**src/shared/asram_pkg.sv**
```systemverilog
package asram_pkg;
  // Array geometry
  localparam int ADDR_W = 17;
  localparam int DATA_W = 8;
  localparam int DEPTH = 131072;
  // Device timing figures in ns
  localparam int CLK_NS = 10;
  localparam int T_CYCLE_NS = 70;
  localparam int T_ACCESS_NS = 70;
  localparam int T_WPULSE_NS = 55;
  localparam int T_DSETUP_NS = 30;
  localparam int T_TURN_NS = 25;
  // Cycle counts; minimums round up, access rounds up plus one cycle so data has settled
  localparam int WP_CYC = (T_WPULSE_NS + CLK_NS - 1) / CLK_NS;
  localparam int DS_CYC = (T_DSETUP_NS + CLK_NS - 1) / CLK_NS;
  localparam int RD_CYC = (T_ACCESS_NS + CLK_NS - 1) / CLK_NS + 1;
  localparam int TURN_CYC = (T_TURN_NS + CLK_NS - 1) / CLK_NS;
  localparam int CNT_W = 4;
  localparam logic [CNT_W-1:0] WP_CNT = CNT_W'(WP_CYC > DS_CYC ? WP_CYC : DS_CYC);
  localparam logic [CNT_W-1:0] RD_CNT = CNT_W'(RD_CYC);
  localparam logic [CNT_W-1:0] TURN_CNT = CNT_W'(TURN_CYC);

  // Pin bundle driven toward the memory
  typedef struct packed {
    logic [ADDR_W-1:0] addr;
    logic primarySelectN;
    logic secondarySelect;
    logic storeN;
    logic outGateN;
    logic [DATA_W-1:0] dataOut;
    logic dataOe;
  } asram_pins_s;

  // Host request
  typedef struct packed {
    logic write;
    logic [ADDR_W-1:0] addr;
    logic [DATA_W-1:0] data;
  } asram_req_s;
endpackage : asram_pkg

```
**src/verilog/asram_host.sv**
```systemverilog
`timescale 1ns/10ps
`default_nettype none
// What this block does
// - Write happens while store strobe low, primary select low, secondary high.
// - Address is set before a write and held for its whole length.
// - Data is captured at the first trailing control edge; hold data past it.
// - Read drives the byte when strobe high, gate low and chip selected.
module asram_host
  import asram_pkg::*;
(
  input wire logic clk,
  input wire logic rst,
  input wire logic reqValid,
  input wire asram_req_s req,
  output logic reqReady,
  output logic rdValid,
  output logic [DATA_W-1:0] rdData,
  output asram_pins_s pins,
  input wire logic [DATA_W-1:0] dataIn
);
  // One-hot sequencer states; a stray code falls back to idle
  typedef enum logic [5:0] {
    ST_IDLE = 6'h01,
    ST_WSET = 6'h02,
    ST_WPULSE = 6'h04,
    ST_WHOLD = 6'h08,
    ST_READ = 6'h10,
    ST_TURN = 6'h20
  } asram_state_e;

  asram_state_e state;
  asram_state_e next_state;
  logic [CNT_W-1:0] cnt;
  logic [CNT_W-1:0] next_cnt;
  logic [DATA_W-1:0] syncData;
  logic cntDone;
  logic takeReq;
  logic takeWrite;
  logic takeRead;
  logic rdDone;
  logic next_sel;
  logic next_storeN;
  logic next_gateN;
  logic next_drive;
  logic next_ready;

  // Write states: host drives the data pins through all three
  function automatic logic inWrite(
    input asram_state_e s
  );
    inWrite = (s == ST_WSET) || (s == ST_WPULSE) || (s == ST_WHOLD);
  endfunction : inWrite

  // Access states hold both selects active; outside them the memory idles
  function automatic logic inAccess(
    input asram_state_e s
  );
    inAccess = inWrite(s) || (s == ST_READ);
  endfunction : inAccess

  // Readback passes two flops since the pins are outside our clock
  asram_sync2 u_sync (
    .clk(clk),
    .rst(rst),
    .din(dataIn),
    .dout(syncData)
  );

  // Request decode
  assign cntDone = (cnt == '0);
  assign takeReq = reqValid && reqReady;
  assign takeWrite = takeReq && req.write;
  assign takeRead = takeReq && !req.write;
  // Read window closes; byte is taken from the sync stage
  assign rdDone = (state == ST_READ) && cntDone;

  // Next pin levels; registered below so every pin leaves a flop
  assign next_sel = inAccess(next_state);
  // Strobe low only in the pulse; it rises first, so it is the trailing edge
  assign next_storeN = !(next_state == ST_WPULSE);
  // Gate high outside reads so the memory never fights our drive
  assign next_gateN = !(next_state == ST_READ);
  // Data held one cycle past the strobe; costs a cycle, buys hold margin
  assign next_drive = inWrite(next_state);
  // Ready drops on the take edge so a held request is not taken twice
  assign next_ready = (next_state == ST_IDLE) && !takeReq;

  // Sequencer; counts meet the 70 ns cycle minimum (write selected 80 ns, read 90 ns)
  always_comb
  begin
    next_state = state;
    // Counter runs down to zero and rests there
    next_cnt = cntDone ? cnt : cnt - 4'h1;
    case (state)
      ST_IDLE:
      begin
        // Write opens with a setup cycle; address is fixed from here
        if (takeWrite)
        begin
          next_state = ST_WSET;
          next_cnt = '0;
        end
        else if (takeRead)
        begin
          next_state = ST_READ;
          next_cnt = RD_CNT;
        end
      end
      ST_WSET:
      begin
        // Load minus one: the pulse state also spends its zero cycle
        next_state = ST_WPULSE;
        next_cnt = WP_CNT - 4'h1;
      end
      ST_WPULSE:
      begin
        // Pulse long enough for width and data setup together
        if (cntDone)
        begin
          next_state = ST_WHOLD;
        end
      end
      ST_WHOLD:
      begin
        // One hold cycle: strobe high, selects and data still on
        next_state = ST_TURN;
        next_cnt = TURN_CNT;
      end
      ST_READ:
      begin
        // Window spans access time plus the two sync flops
        if (cntDone)
        begin
          next_state = ST_TURN;
          next_cnt = TURN_CNT;
        end
      end
      ST_TURN:
      begin
        // Deselected gap lets the memory drivers float first
        if (cntDone)
        begin
          next_state = ST_IDLE;
        end
      end
      default:
      begin
        // Illegal code recovers to idle
        next_state = ST_IDLE;
        next_cnt = '0;
      end
    endcase
  end

  // State and counter registers
  always_ff @(posedge clk)
  begin
    if (rst)
    begin
      state <= ST_IDLE;
      cnt <= '0;
    end
    else
    begin
      state <= next_state;
      cnt <= next_cnt;
    end
  end

  // Pin drive; selects asserted only in access states, deselect = standby
  always_ff @(posedge clk)
  begin
    if (rst)
    begin
      // Deselected from reset so the memory sits in standby
      pins.addr <= '0;
      pins.primarySelectN <= 1'b1;
      pins.secondarySelect <= 1'b0;
      pins.storeN <= 1'b1;
      pins.outGateN <= 1'b1;
      pins.dataOut <= '0;
      pins.dataOe <= 1'b0;
    end
    else
    begin
      if (takeReq)
      begin
        pins.addr <= req.addr;
        pins.dataOut <= req.data;
      end
      // Selects move together; address loads on the same edge they assert
      pins.primarySelectN <= !next_sel;
      pins.secondarySelect <= next_sel;
      pins.storeN <= next_storeN;
      pins.outGateN <= next_gateN;
      pins.dataOe <= next_drive;
    end
  end

  // Handshake and read return
  always_ff @(posedge clk)
  begin
    if (rst)
    begin
      reqReady <= 1'b0;
      rdValid <= 1'b0;
      rdData <= '0;
    end
    else
    begin
      reqReady <= next_ready;
      rdValid <= rdDone;
      // Byte holds between reads so a slow consumer can still pick it up
      if (rdDone)
      begin
        rdData <= syncData;
      end
    end
  end
endmodule : asram_host
`default_nettype wire

```
**src/verilog/asram_sync2.sv**
```systemverilog
`timescale 1ns/10ps
`default_nettype none
// Two-flop synchroniser for the data pins read back from the memory
module asram_sync2
  import asram_pkg::*;
(
  input wire logic clk,
  input wire logic rst,
  input wire logic [DATA_W-1:0] din,
  output logic [DATA_W-1:0] dout
);
  logic [DATA_W-1:0] meta;

  // First stage feeds only the second
  always_ff @(posedge clk)
  begin
    if (rst)
    begin
      meta <= '0;
      dout <= '0;
    end
    else
    begin
      meta <= din;
      dout <= meta;
    end
  end
endmodule : asram_sync2
`default_nettype wire
```
**config.mk**
```make
export PLATFORM = sky130hd
export DESIGN_NAME = asram_host
export DESIGN_NICKNAME = d
export VERILOG_FILES = /design/src/shared/asram_pkg.sv /design/src/verilog/asram_host.sv /design/src/verilog/asram_sync2.sv
export SDC_FILE = /design/constraint.sdc
export NUM_CORES = 1
export LEC_CHECK = 0
export BUFFER_PORTS_ARGS = -buffer_cell sky130_fd_sc_hd__buf_2
export CAP_MARGIN = 20
export CORE_MARGIN = 3
export CORE_UTILIZATION = 50
export DETAILED_ROUTE_END_ITERATION = 7
export GPL_ROUTABILITY_DRIVEN = 1
export PLACE_DENSITY_LB_ADDON = 0.1
export SYNTH_ARGS = -nofsm -noshare
export SYNTH_HDL_FRONTEND = slang
export SYNTH_HIERARCHICAL = 1
export SYNTH_SLANG_ARGS = --single-unit
export TNS_END_PERCENT = 5
```
**constraint.sdc**
```tcl
create_clock -name clk -period 2.7 [get_ports clk]
set_input_delay 0 -clock clk [delete_from_list [all_inputs] [get_ports clk]]
set_output_delay 0 -clock clk [all_outputs]
set_load 0.02 [all_outputs]
```
Word level (Yosys, flattened, before mapping)
Index checks and enable logic that the tools add are counted.
Widths: inputs -> output; s select.
- register bits after elaboration: 66
- word-level logic and storage cells: 52
- add/subtract/negate cells: 1
- eq/ne operators: 11
- multiplexer cells: 11
- reduce and logical (&&, ||, !) cells: 15
- operators with widths (kind ; count):
    $pmux 6 s6 ; 1
    $mux 6 ; 5
    $pmux 4 s5 ; 1
    $mux 4 ; 4
    $eq 6x1->1 const B ; 2
    $eq 6x2->1 const B ; 2
    $eq 6x3->1 const B ; 2
    $eq 6x4->1 const B ; 2
    $eq 6x5->1 const B ; 2
    $eq 6x6->1 const B ; 1
    $logic_and 1x1->1 ; 5
    $logic_not 1->1 ; 5
    $logic_not 4->1 ; 1
    $sub 4x1->4 const B ; 1
    $logic_or 1x1->1 ; 3
    $reduce_or 2->1 ; 1

Logic depth before layout (Yosys ltp)
Gate-level depths: netlist (run 1).
- depth in word-level cells: 10
- mapped depth: 7
- gate-level depth less buffers: 7

Hierarchy
The synthesis (run 1) kept the hierarchy.
- by module, submodules not included (module ; instances ; cells an instance ; area an instance (µm²) ; sequential area each (µm²)):
    asram_host ; 1 ; 238 ; 2024.4 ; 1001.0
    asram_sync2 ; 1 ; 33 ; 464.2 ; 320.3

Least setup slack after synthesis (run 1)
Ideal clock, no wire load.
- kind: register to register
- start: register state[2]
- end: register state[0]
- data arrival time: 1788 ps
- slack: 785 ps
- stages on the path, launching flop included: 6
- path buffers: 1
- clock period less this slack: 1915 ps
- cells stage by stage: dfxtp_1 -> buf_6 -> or4_4 -> or3_1 -> o311a_2 -> or3_1
- word-level cells in the longest chain between the ends: 2
- elaborated cells on any way between the ends: 7
- those cells by class: eq/ne: 6; mux: 1
- ends and longest elaborated chain (item ; RTL line ; RTL):
    start: declaration ; asram_host.sv:31 ; asram_state_e state;
    start signal: assignment ; asram_host.sv:165 ; state <= next_state;
    $eq 6x6->1 (tied with other cells) ; asram_host.sv:94 ; case (state)
    $pmux 6 s6 (*) ; asram_host.sv:94 ;
Mark *: on every way between the ends. The rest lies on a longest branch, timed or not.
A chain may end at the register's enable or synchronous reset.

Final worst setup path (run 1)
- start: register cnt[0]
- end: register pins[12] (netlist bit)
- word-level cells in the longest chain between the ends: 8
- elaborated cells on any way between the ends: 13
- those cells by class: eq/ne: 4; mux: 4; reduce/logical: 5
- ends and longest elaborated chain (item ; RTL line ; RTL):
    start: declaration ; asram_host.sv:33 ; logic [CNT_W-1:0] cnt;
    start signal: assignment ; asram_host.sv:166 ; cnt <= next_cnt;
    $logic_not 4->1 (*) ; asram_host.sv:70 ; assign cntDone = (cnt == '0);
    $mux 6, on equally long branches ; asram_host.sv:141, asram_host.sv:118, asram_host.sv:132 ;
    $pmux 6 s6 (*) ; asram_host.sv:94 ;
    $eq 6x2->1 or $eq 6x3->1 (tied branches) ; asram_host.sv:51 ; inWrite = (s == ST_WSET) || (s == ST_WPULSE) || (s == ST_WHOLD);
    $logic_or 1x1->1 (2 in a row) ; asram_host.sv:51 ;
    $logic_or 1x1->1 (*) ; asram_host.sv:58 ; inAccess = inWrite(s) || (s == ST_READ);
    $logic_not 1->1 (*) ; asram_host.sv:192 ; pins.primarySelectN <= !next_sel;
    end: declaration ; asram_host.sv:18 ; output asram_pins_s pins,
Marks and branches as above.

==> results.cfg, run 1 <==
[run]
max_cap_violations = 0

[place]
portBuffers = 76
gp_congestion = 0.884
placedCellCount = 402
hpwlAfterDp_um = 3430

[clocking]
worstSkewPairLatency_ns = 0.33
cts-root-buf = clkbuf_8
clock_sinks = 66
cts.clk_slew.worst_paths_ns = 0.07
cts_setup_buffers = 0
tritoncts = yes
cts_buffers = 9
cts-htree-levels = 3
cts_buffer_depth = 2

[synthesis]
synth_commonest_cells = dfxtp_1 (66), nand2_1 (55), a21oi_1 (30), nor2_1 (16), clkbuf_1 (9)
synthXorXnorAreaFrac_pct = 0.704
yosysMostFrequentCell = dfxtp_1
synthSimpleGateAreaFrac_pct = 25.0
synth-compound-area-share_pct = 12.3
synth-seq-cells = 66
ys.flop_type = dfxtp_1
ys_seq_area_share_pct = 53.1
yosys.area.top_type = dfxtp_1
synthesis.area_um2 = 2490
ys_async_sr_fraction_pct = 0
synth_top_area_share_pct = 53.1
synth_nets = 310
synth_warnings = 6
yosys-top-cells-area = dfxtp_1 (53%), nand2_1 (8.3%), a21oi_1 (6.0%), mux2i_1 (3.2%), and2b_2 (2.5%)
synth_edf_count = 0
synthCells = 271
synthAdderAreaFrac_pct = 1.01
synth_top_family_by_area = simple AND/OR/NAND/NOR gates
synth_cell_types = 41
syn_area_per_cell_um2 = 9.18
synth_mux_area_share_pct = 3.67

[grt]
antenna_found_initial = 0
track_usage_pct = 20.7
grt_pass1_vias = 2152
grt_max_degree = 35
gr-total-overflow = 0
grt_pass1_wl_um = 9680

[timing]
fin_tns_setup_ns = 0
hold_ws_ns = 0.0185
maxSlewViolCount = 0
min_period_over_period_pct = 78.0
rsz0062_at_grt = no
finalSetupViolCount = 0
post-route-min-period_ns = 2.11
skew_ns = 0.00941
slew_headroom_pct = 43.3
max_freq_mhz = 475
tightestPinTransition_ns = 0.848
hold_viol = 0

[detailed_routing]
route.final.wire_length_um = 5670
wl_per_cell_um = 12.6
vias_per_cell = 4.85
drtAntennaViolNets = 0
vias = 2184
drt-initial-drc-count = 125
drc = 0
drt-pass1-iter-count = 4

[setup_path]
r2r_slack_ns = 0.59
critPathTopFamily = compound AO/OA/AOI/OAI gates
timing.rr.end = pins[12]
critPathSlowestCell = nor3b_1
cp_num_cells = 7
crit_path_cell_trace = inv_1, ha_1, nor3b_1, clkinv_1, a21oi_1, o211ai_1, o221a_2
cp.arrival_ns = 2.32
r2r_cells = 7
startpoint = cnt[0]
timing.rr.start = cnt[0]
start_kind = register
crit_end = pins[12]
crit_type = register to register
worstSetupEndpointType = register
cp_data_required_time_ns = 2.91
cp_slowest_stage_delay_ns = 0.35
cp_max_fo = 8
critPathBufInv = 2

[die]
io_pins = 77
start_util_pct = 52.3
die_w_um = 76.6
die_h_um = 76.6
rows = 25
fp.dieArea_um2 = 5860
fp.coreArea_um2 = 4750

[power]
switching_share_pct = 31.1
power_density_nw_per_um2 = 703
clkPwrFrac_pct = 28.2
combPwrFrac_pct = 25.1
switching_power_w = 0.000738
p_int_w = 0.00164
ir_drop_v = 0.000502
leakagePower_nw = 1.56
power_frac_seq_pct = 46.7

[cells_and_area]
drive_gt1_share_pct = 29.2
finalNonFillerCells = 450
finalNetCount = 418
n_antenna_cell = 0
area_delta_synth_final_pct = 35.8

[outcome]
outcome = finished, final reports clean

[hold_path]
min-delay-start = req[25]
hp-class = primary input to register
==> layout by cell type (no fill, tap or decap), types with 3 or more instances in the layout <==
master         count
a21oi_1           30
and2b_2            7
buf_2             76
buf_4              4
clkbuf_1           3
clkbuf_8           9
dfxtp_1           66
dlygate4sd3_1     33
inv_1              4
mux2i_1            8
nand2_1           55
nand3_1            6
nand3b_1           4
nor2_1            16
nor2b_1            6
nor2b_2            7
nor3_1             5
nor4b_1            4
o21ai_0            6
or3_1              3
==> worst register-to-register path: stages (launching register included) <==
cell and delay [ns]:
dfxtp_1 0.33, inv_1 0.06, ha_1 0.18, nor3b_1 0.35
clkinv_1 0.33, a21oi_1 0.24, o211ai_1 0.18, o221a_2 0.34
==> worst min path at each step <==
| stage | endpoint | slack (ns) | cells past startpoint |
|---|---|---|---|
| finish | state[1] | 0.02 | 3 |
| detailed placement | u_sync/meta[6] | 0.22 | 2 |
| floorplan | u_sync/meta[3] | 0.13 | 1 |
| CTS | state[1] | 0.001 | 3 |
| global route | state[1] | 0.06 | 3 |
| global placement | u_sync/meta[4] | 0.21 | 2 |
==> through the flow <==
step	setup slack (ns)	power, W	cell area, um2	util, %
final	0.594	0.00237	3380	71.1
after global routing	0.417	0.00252	3380	71.1
after CTS	0.596	0.00239	3380	71.1
after detailed placement	0.660	0.00168	2900	60.9
after global placement	0.700	0.00168	2900	60.9
after floorplan	0.785	0.00153	2490	-
==> layer usage <==
| layer | vias to the layer above | global-route usage, % | routed length, um |
|---|---|---|---|
| met3 | 12 | 6.03 | 284 |
| met1 | 982 | 22.6 | 2400 |
| met4 | 0 | 9.78 | 102 |
| met5 | - | 0 | 0 |
| li1 | 1129 | - | - |
| met2 | 61 | 36.8 | 2880 |
==> repair_timing <==
item | CTS | global route
hold buffers | 33 | 0
endpoints found under the hold margin | 33 | 0
gates resized for setup | 0 | 0
==> kinds of logic (layout without fill, tap and decap cells) <==
| logic type | count (synthesis) | in the layout |
|---|---|---|
| adder cells (fa/ha/maj) | 2 | 2 |
| multiplexers | 9 | 9 |
| buffers and inverters | 21 | 133 |
| XOR/XNOR | 2 | 2 |
| AO/OA/AOI/OAI | 50 | 50 |
| AND/OR/NAND/NOR | 121 | 121 |
| flip-flops | 66 | 66 |
==> power by group through the flow <==
stage	Sequential (W)	Clock [W]	Combinational, W
2_1_floorplan	0.00117	0	0.000362
3_3_place_gp	0.00113	0	0.000549
3_5_place_dp	0.00113	0	0.000552
4_1_cts	0.00111	0.000688	0.000595
5_1_grt	0.00112	0.000725	0.000675
6_report	0.00111	0.000670	0.000597
==> final cells by class <==
class	instances	area, um2
Clock buffer	12	135
Clock inverter	3	17.5
Fill cell	388	1380
Inverter	5	18.8
Multi-Input combinational cell	184	1060
Sequential cell	66	1320
Tap cell	67	83.8
Timing Repair Buffer	113	741
==> sequential cells by signal, indices dropped and copies added, names as in the netlist <==
signal,count
pins,30
reqReady,1
rdData,8
u_sync/meta,8
rdValid,1
u_sync/dout,8
cnt,4
state,6
Power figures use the tool's default switching activity.
==> run 2: changes to the inputs <==
==> constraint.sdc (replaced) <==
create_clock -name clk -period 2.1 [get_ports clk]
set_input_delay 0 -clock clk [delete_from_list [all_inputs] [get_ports clk]]
set_output_delay 0 -clock clk [all_outputs]
set_load 0.02 [all_outputs]
==> run 2 against run 1 <==
- sequential cell count is the same
- worst hold slack improved by 0.15 ns
- combinational power grew 38%
- via count rose by 2.6%
- critical path type unchanged
- largest power group unchanged
- clock power grew 43%
==> results.cfg, run 2 (same netlist as run 1, synthesis figures left out) <==
[detailed_routing]
drt-initial-drc-count = 169
drt-pass1-iter-count = 4
drc = 0
route.final.wire_length_um = 5900
drtAntennaViolNets = 0
wl_per_cell_um = 12.9
vias = 2241
vias_per_cell = 4.89

[place]
placedCellCount = 406
gp_congestion = 0.913
dp_slack_ns = 0.147
hpwlAfterDp_um = 3500
portBuffers = 76

[setup_path]
cp_data_required_time_ns = 2.31
crit_type = register to register
cp_max_fo = 10
start_kind = register
cp.arrival_ns = 2.18
worstSetupEndpointType = register

[die]
start_util_pct = 52.3
io_pins = 77
rows = 25
die_w_um = 76.6
die_h_um = 76.6
fp.coreArea_um2 = 4750
fp.dieArea_um2 = 5860

[cells_and_area]
final_common_cell = buf_2
finalNetCount = 427
final_cell_mix = buf_2 (76), dfxtp_1 (66), nand2_1 (55), dlygate4sd3_1 (38), a21oi_1 (30)
top_register = pins
finalNonFillerCells = 458
largest_register_ffs = 30
fillers = 363
area_delta_synth_final_pct = 40.2
drive_gt1_share_pct = 30.4
postLayoutCoreUtil_pct = 73.4
n_antenna_cell = 0

[timing]
finalSetupViolCount = 0
hold_viol = 0
fin_tns_setup_ns = 0
min_period_over_period_pct = 93.7
slew_headroom_pct = 40.9
skew_ns = 0.00725
maxSlewViolCount = 0
post-route-min-period_ns = 1.97
max_freq_mhz = 508
setup_ws_ns = 0.132
tightestPinTransition_ns = 0.884
hold_ws_ns = 0.164
rsz0062_at_grt = no

[grt]
track_usage_pct = 21.7
grt_max_degree = 52
antenna_found_initial = 0
grt_pass1_vias = 2202
grt_pass1_wl_um = 10100
gr-total-overflow = 0

[power]
p_int_w = 0.00224
clkPwrFrac_pct = 29.8
leakagePower_nw = 1.62
power_density_nw_per_um2 = 920
switching_share_pct = 30.2
ir_drop_v = 0.000647
switching_power_w = 0.000969
combPwrFrac_pct = 25.6
power_frac_seq_pct = 44.6

[clocking]
cts-root-buf = clkbuf_8
cts_buffers = 9
cts.clk_slew.worst_paths_ns = 0.07
cts_buffer_depth = 2
clock_sinks = 66
tritoncts = yes
cts-htree-levels = 3
cts_setup_buffers = 0
worstSkewPairLatency_ns = 0.33

[run]
max_cap_violations = 0

[outcome]
outcome = finished, final reports clean

[hold_path]
hp-class = primary input to register
[run 2: cell types whose count changed in the layout (fill, tap and decap cells not counted), sizes merged]
cell | previous run | this run
clkinv | 3 | 2
buf | 80 | 84
dlygate4sd3 | 33 | 38
[run 2: worst max-delay path, cell delays in order (launching register included)]
cell and delay [ns]:
dfxtp_1 0.39, or4_4 0.55, or3_1 0.35, o311a_2 0.18, or3_1 0.38
[run 2: metrics by stage]
| step | cell area [um2] | total power (W) |
|---|---|---|
| after CTS | 3480 | 0.00322 |
| after global placement | 2930 | 0.00219 |
| final | 3490 | 0.00321 |
| after floorplan | 2490 | 0.00197 |
| after detailed placement | 2930 | 0.00221 |
| after global routing | 3490 | 0.00342 |
[run 2: routing by layer]
layer	share of wire [%]	track usage, %	vias to the layer above
met2	49	36.2	55
met5	0	0	-
li1	-	-	1147
met3	5.0	7.09	12
met4	2.2	10.3	0
met1	44	25.0	1027
[run 2: layout make-up]
cell class                      count  area [um2]  area share, %
Clock buffer                       12         165           4.73
Clock inverter                      2        12.5          0.359
Inverter                            5        18.8          0.538
Multi-Input combinational cell    184        1070           30.6
Sequential cell                    66        1320           37.9
Tap cell                           67        83.8           2.40
Timing Repair Buffer              122         821           23.5
[run 2: final timing paths]
path                  startpoint             end  slack, ns  depth (start not counted)
setup / recovery        state[3]        state[0]       0.13                          4
hold reg to reg   u_sync/meta[0]  u_sync/dout[0]       0.45                          1
setup reg to reg        state[3]        state[0]       0.13                          4
hold / removal           req[25]          cnt[3]       0.16                          4
[run 2: power groups by stage]
| stage | Clock [W] | Combinational, W | Sequential [W] |
|---|---|---|---|
| global route | 0.00105 | 0.000932 | 0.00145 |
| CTS | 0.000977 | 0.000812 | 0.00143 |
| floorplan | 0 | 0.000466 | 0.00150 |
| finish | 0.000957 | 0.000822 | 0.00143 |
| detailed placement | 0 | 0.000755 | 0.00145 |
| global placement | 0 | 0.000742 | 0.00145 |
[run 2: timing repair]
item,CTS,global route
endpoints found under the hold margin,34,0
setup endpoints to repair,0,3
resized for setup,0,1
hold buffers,38,0
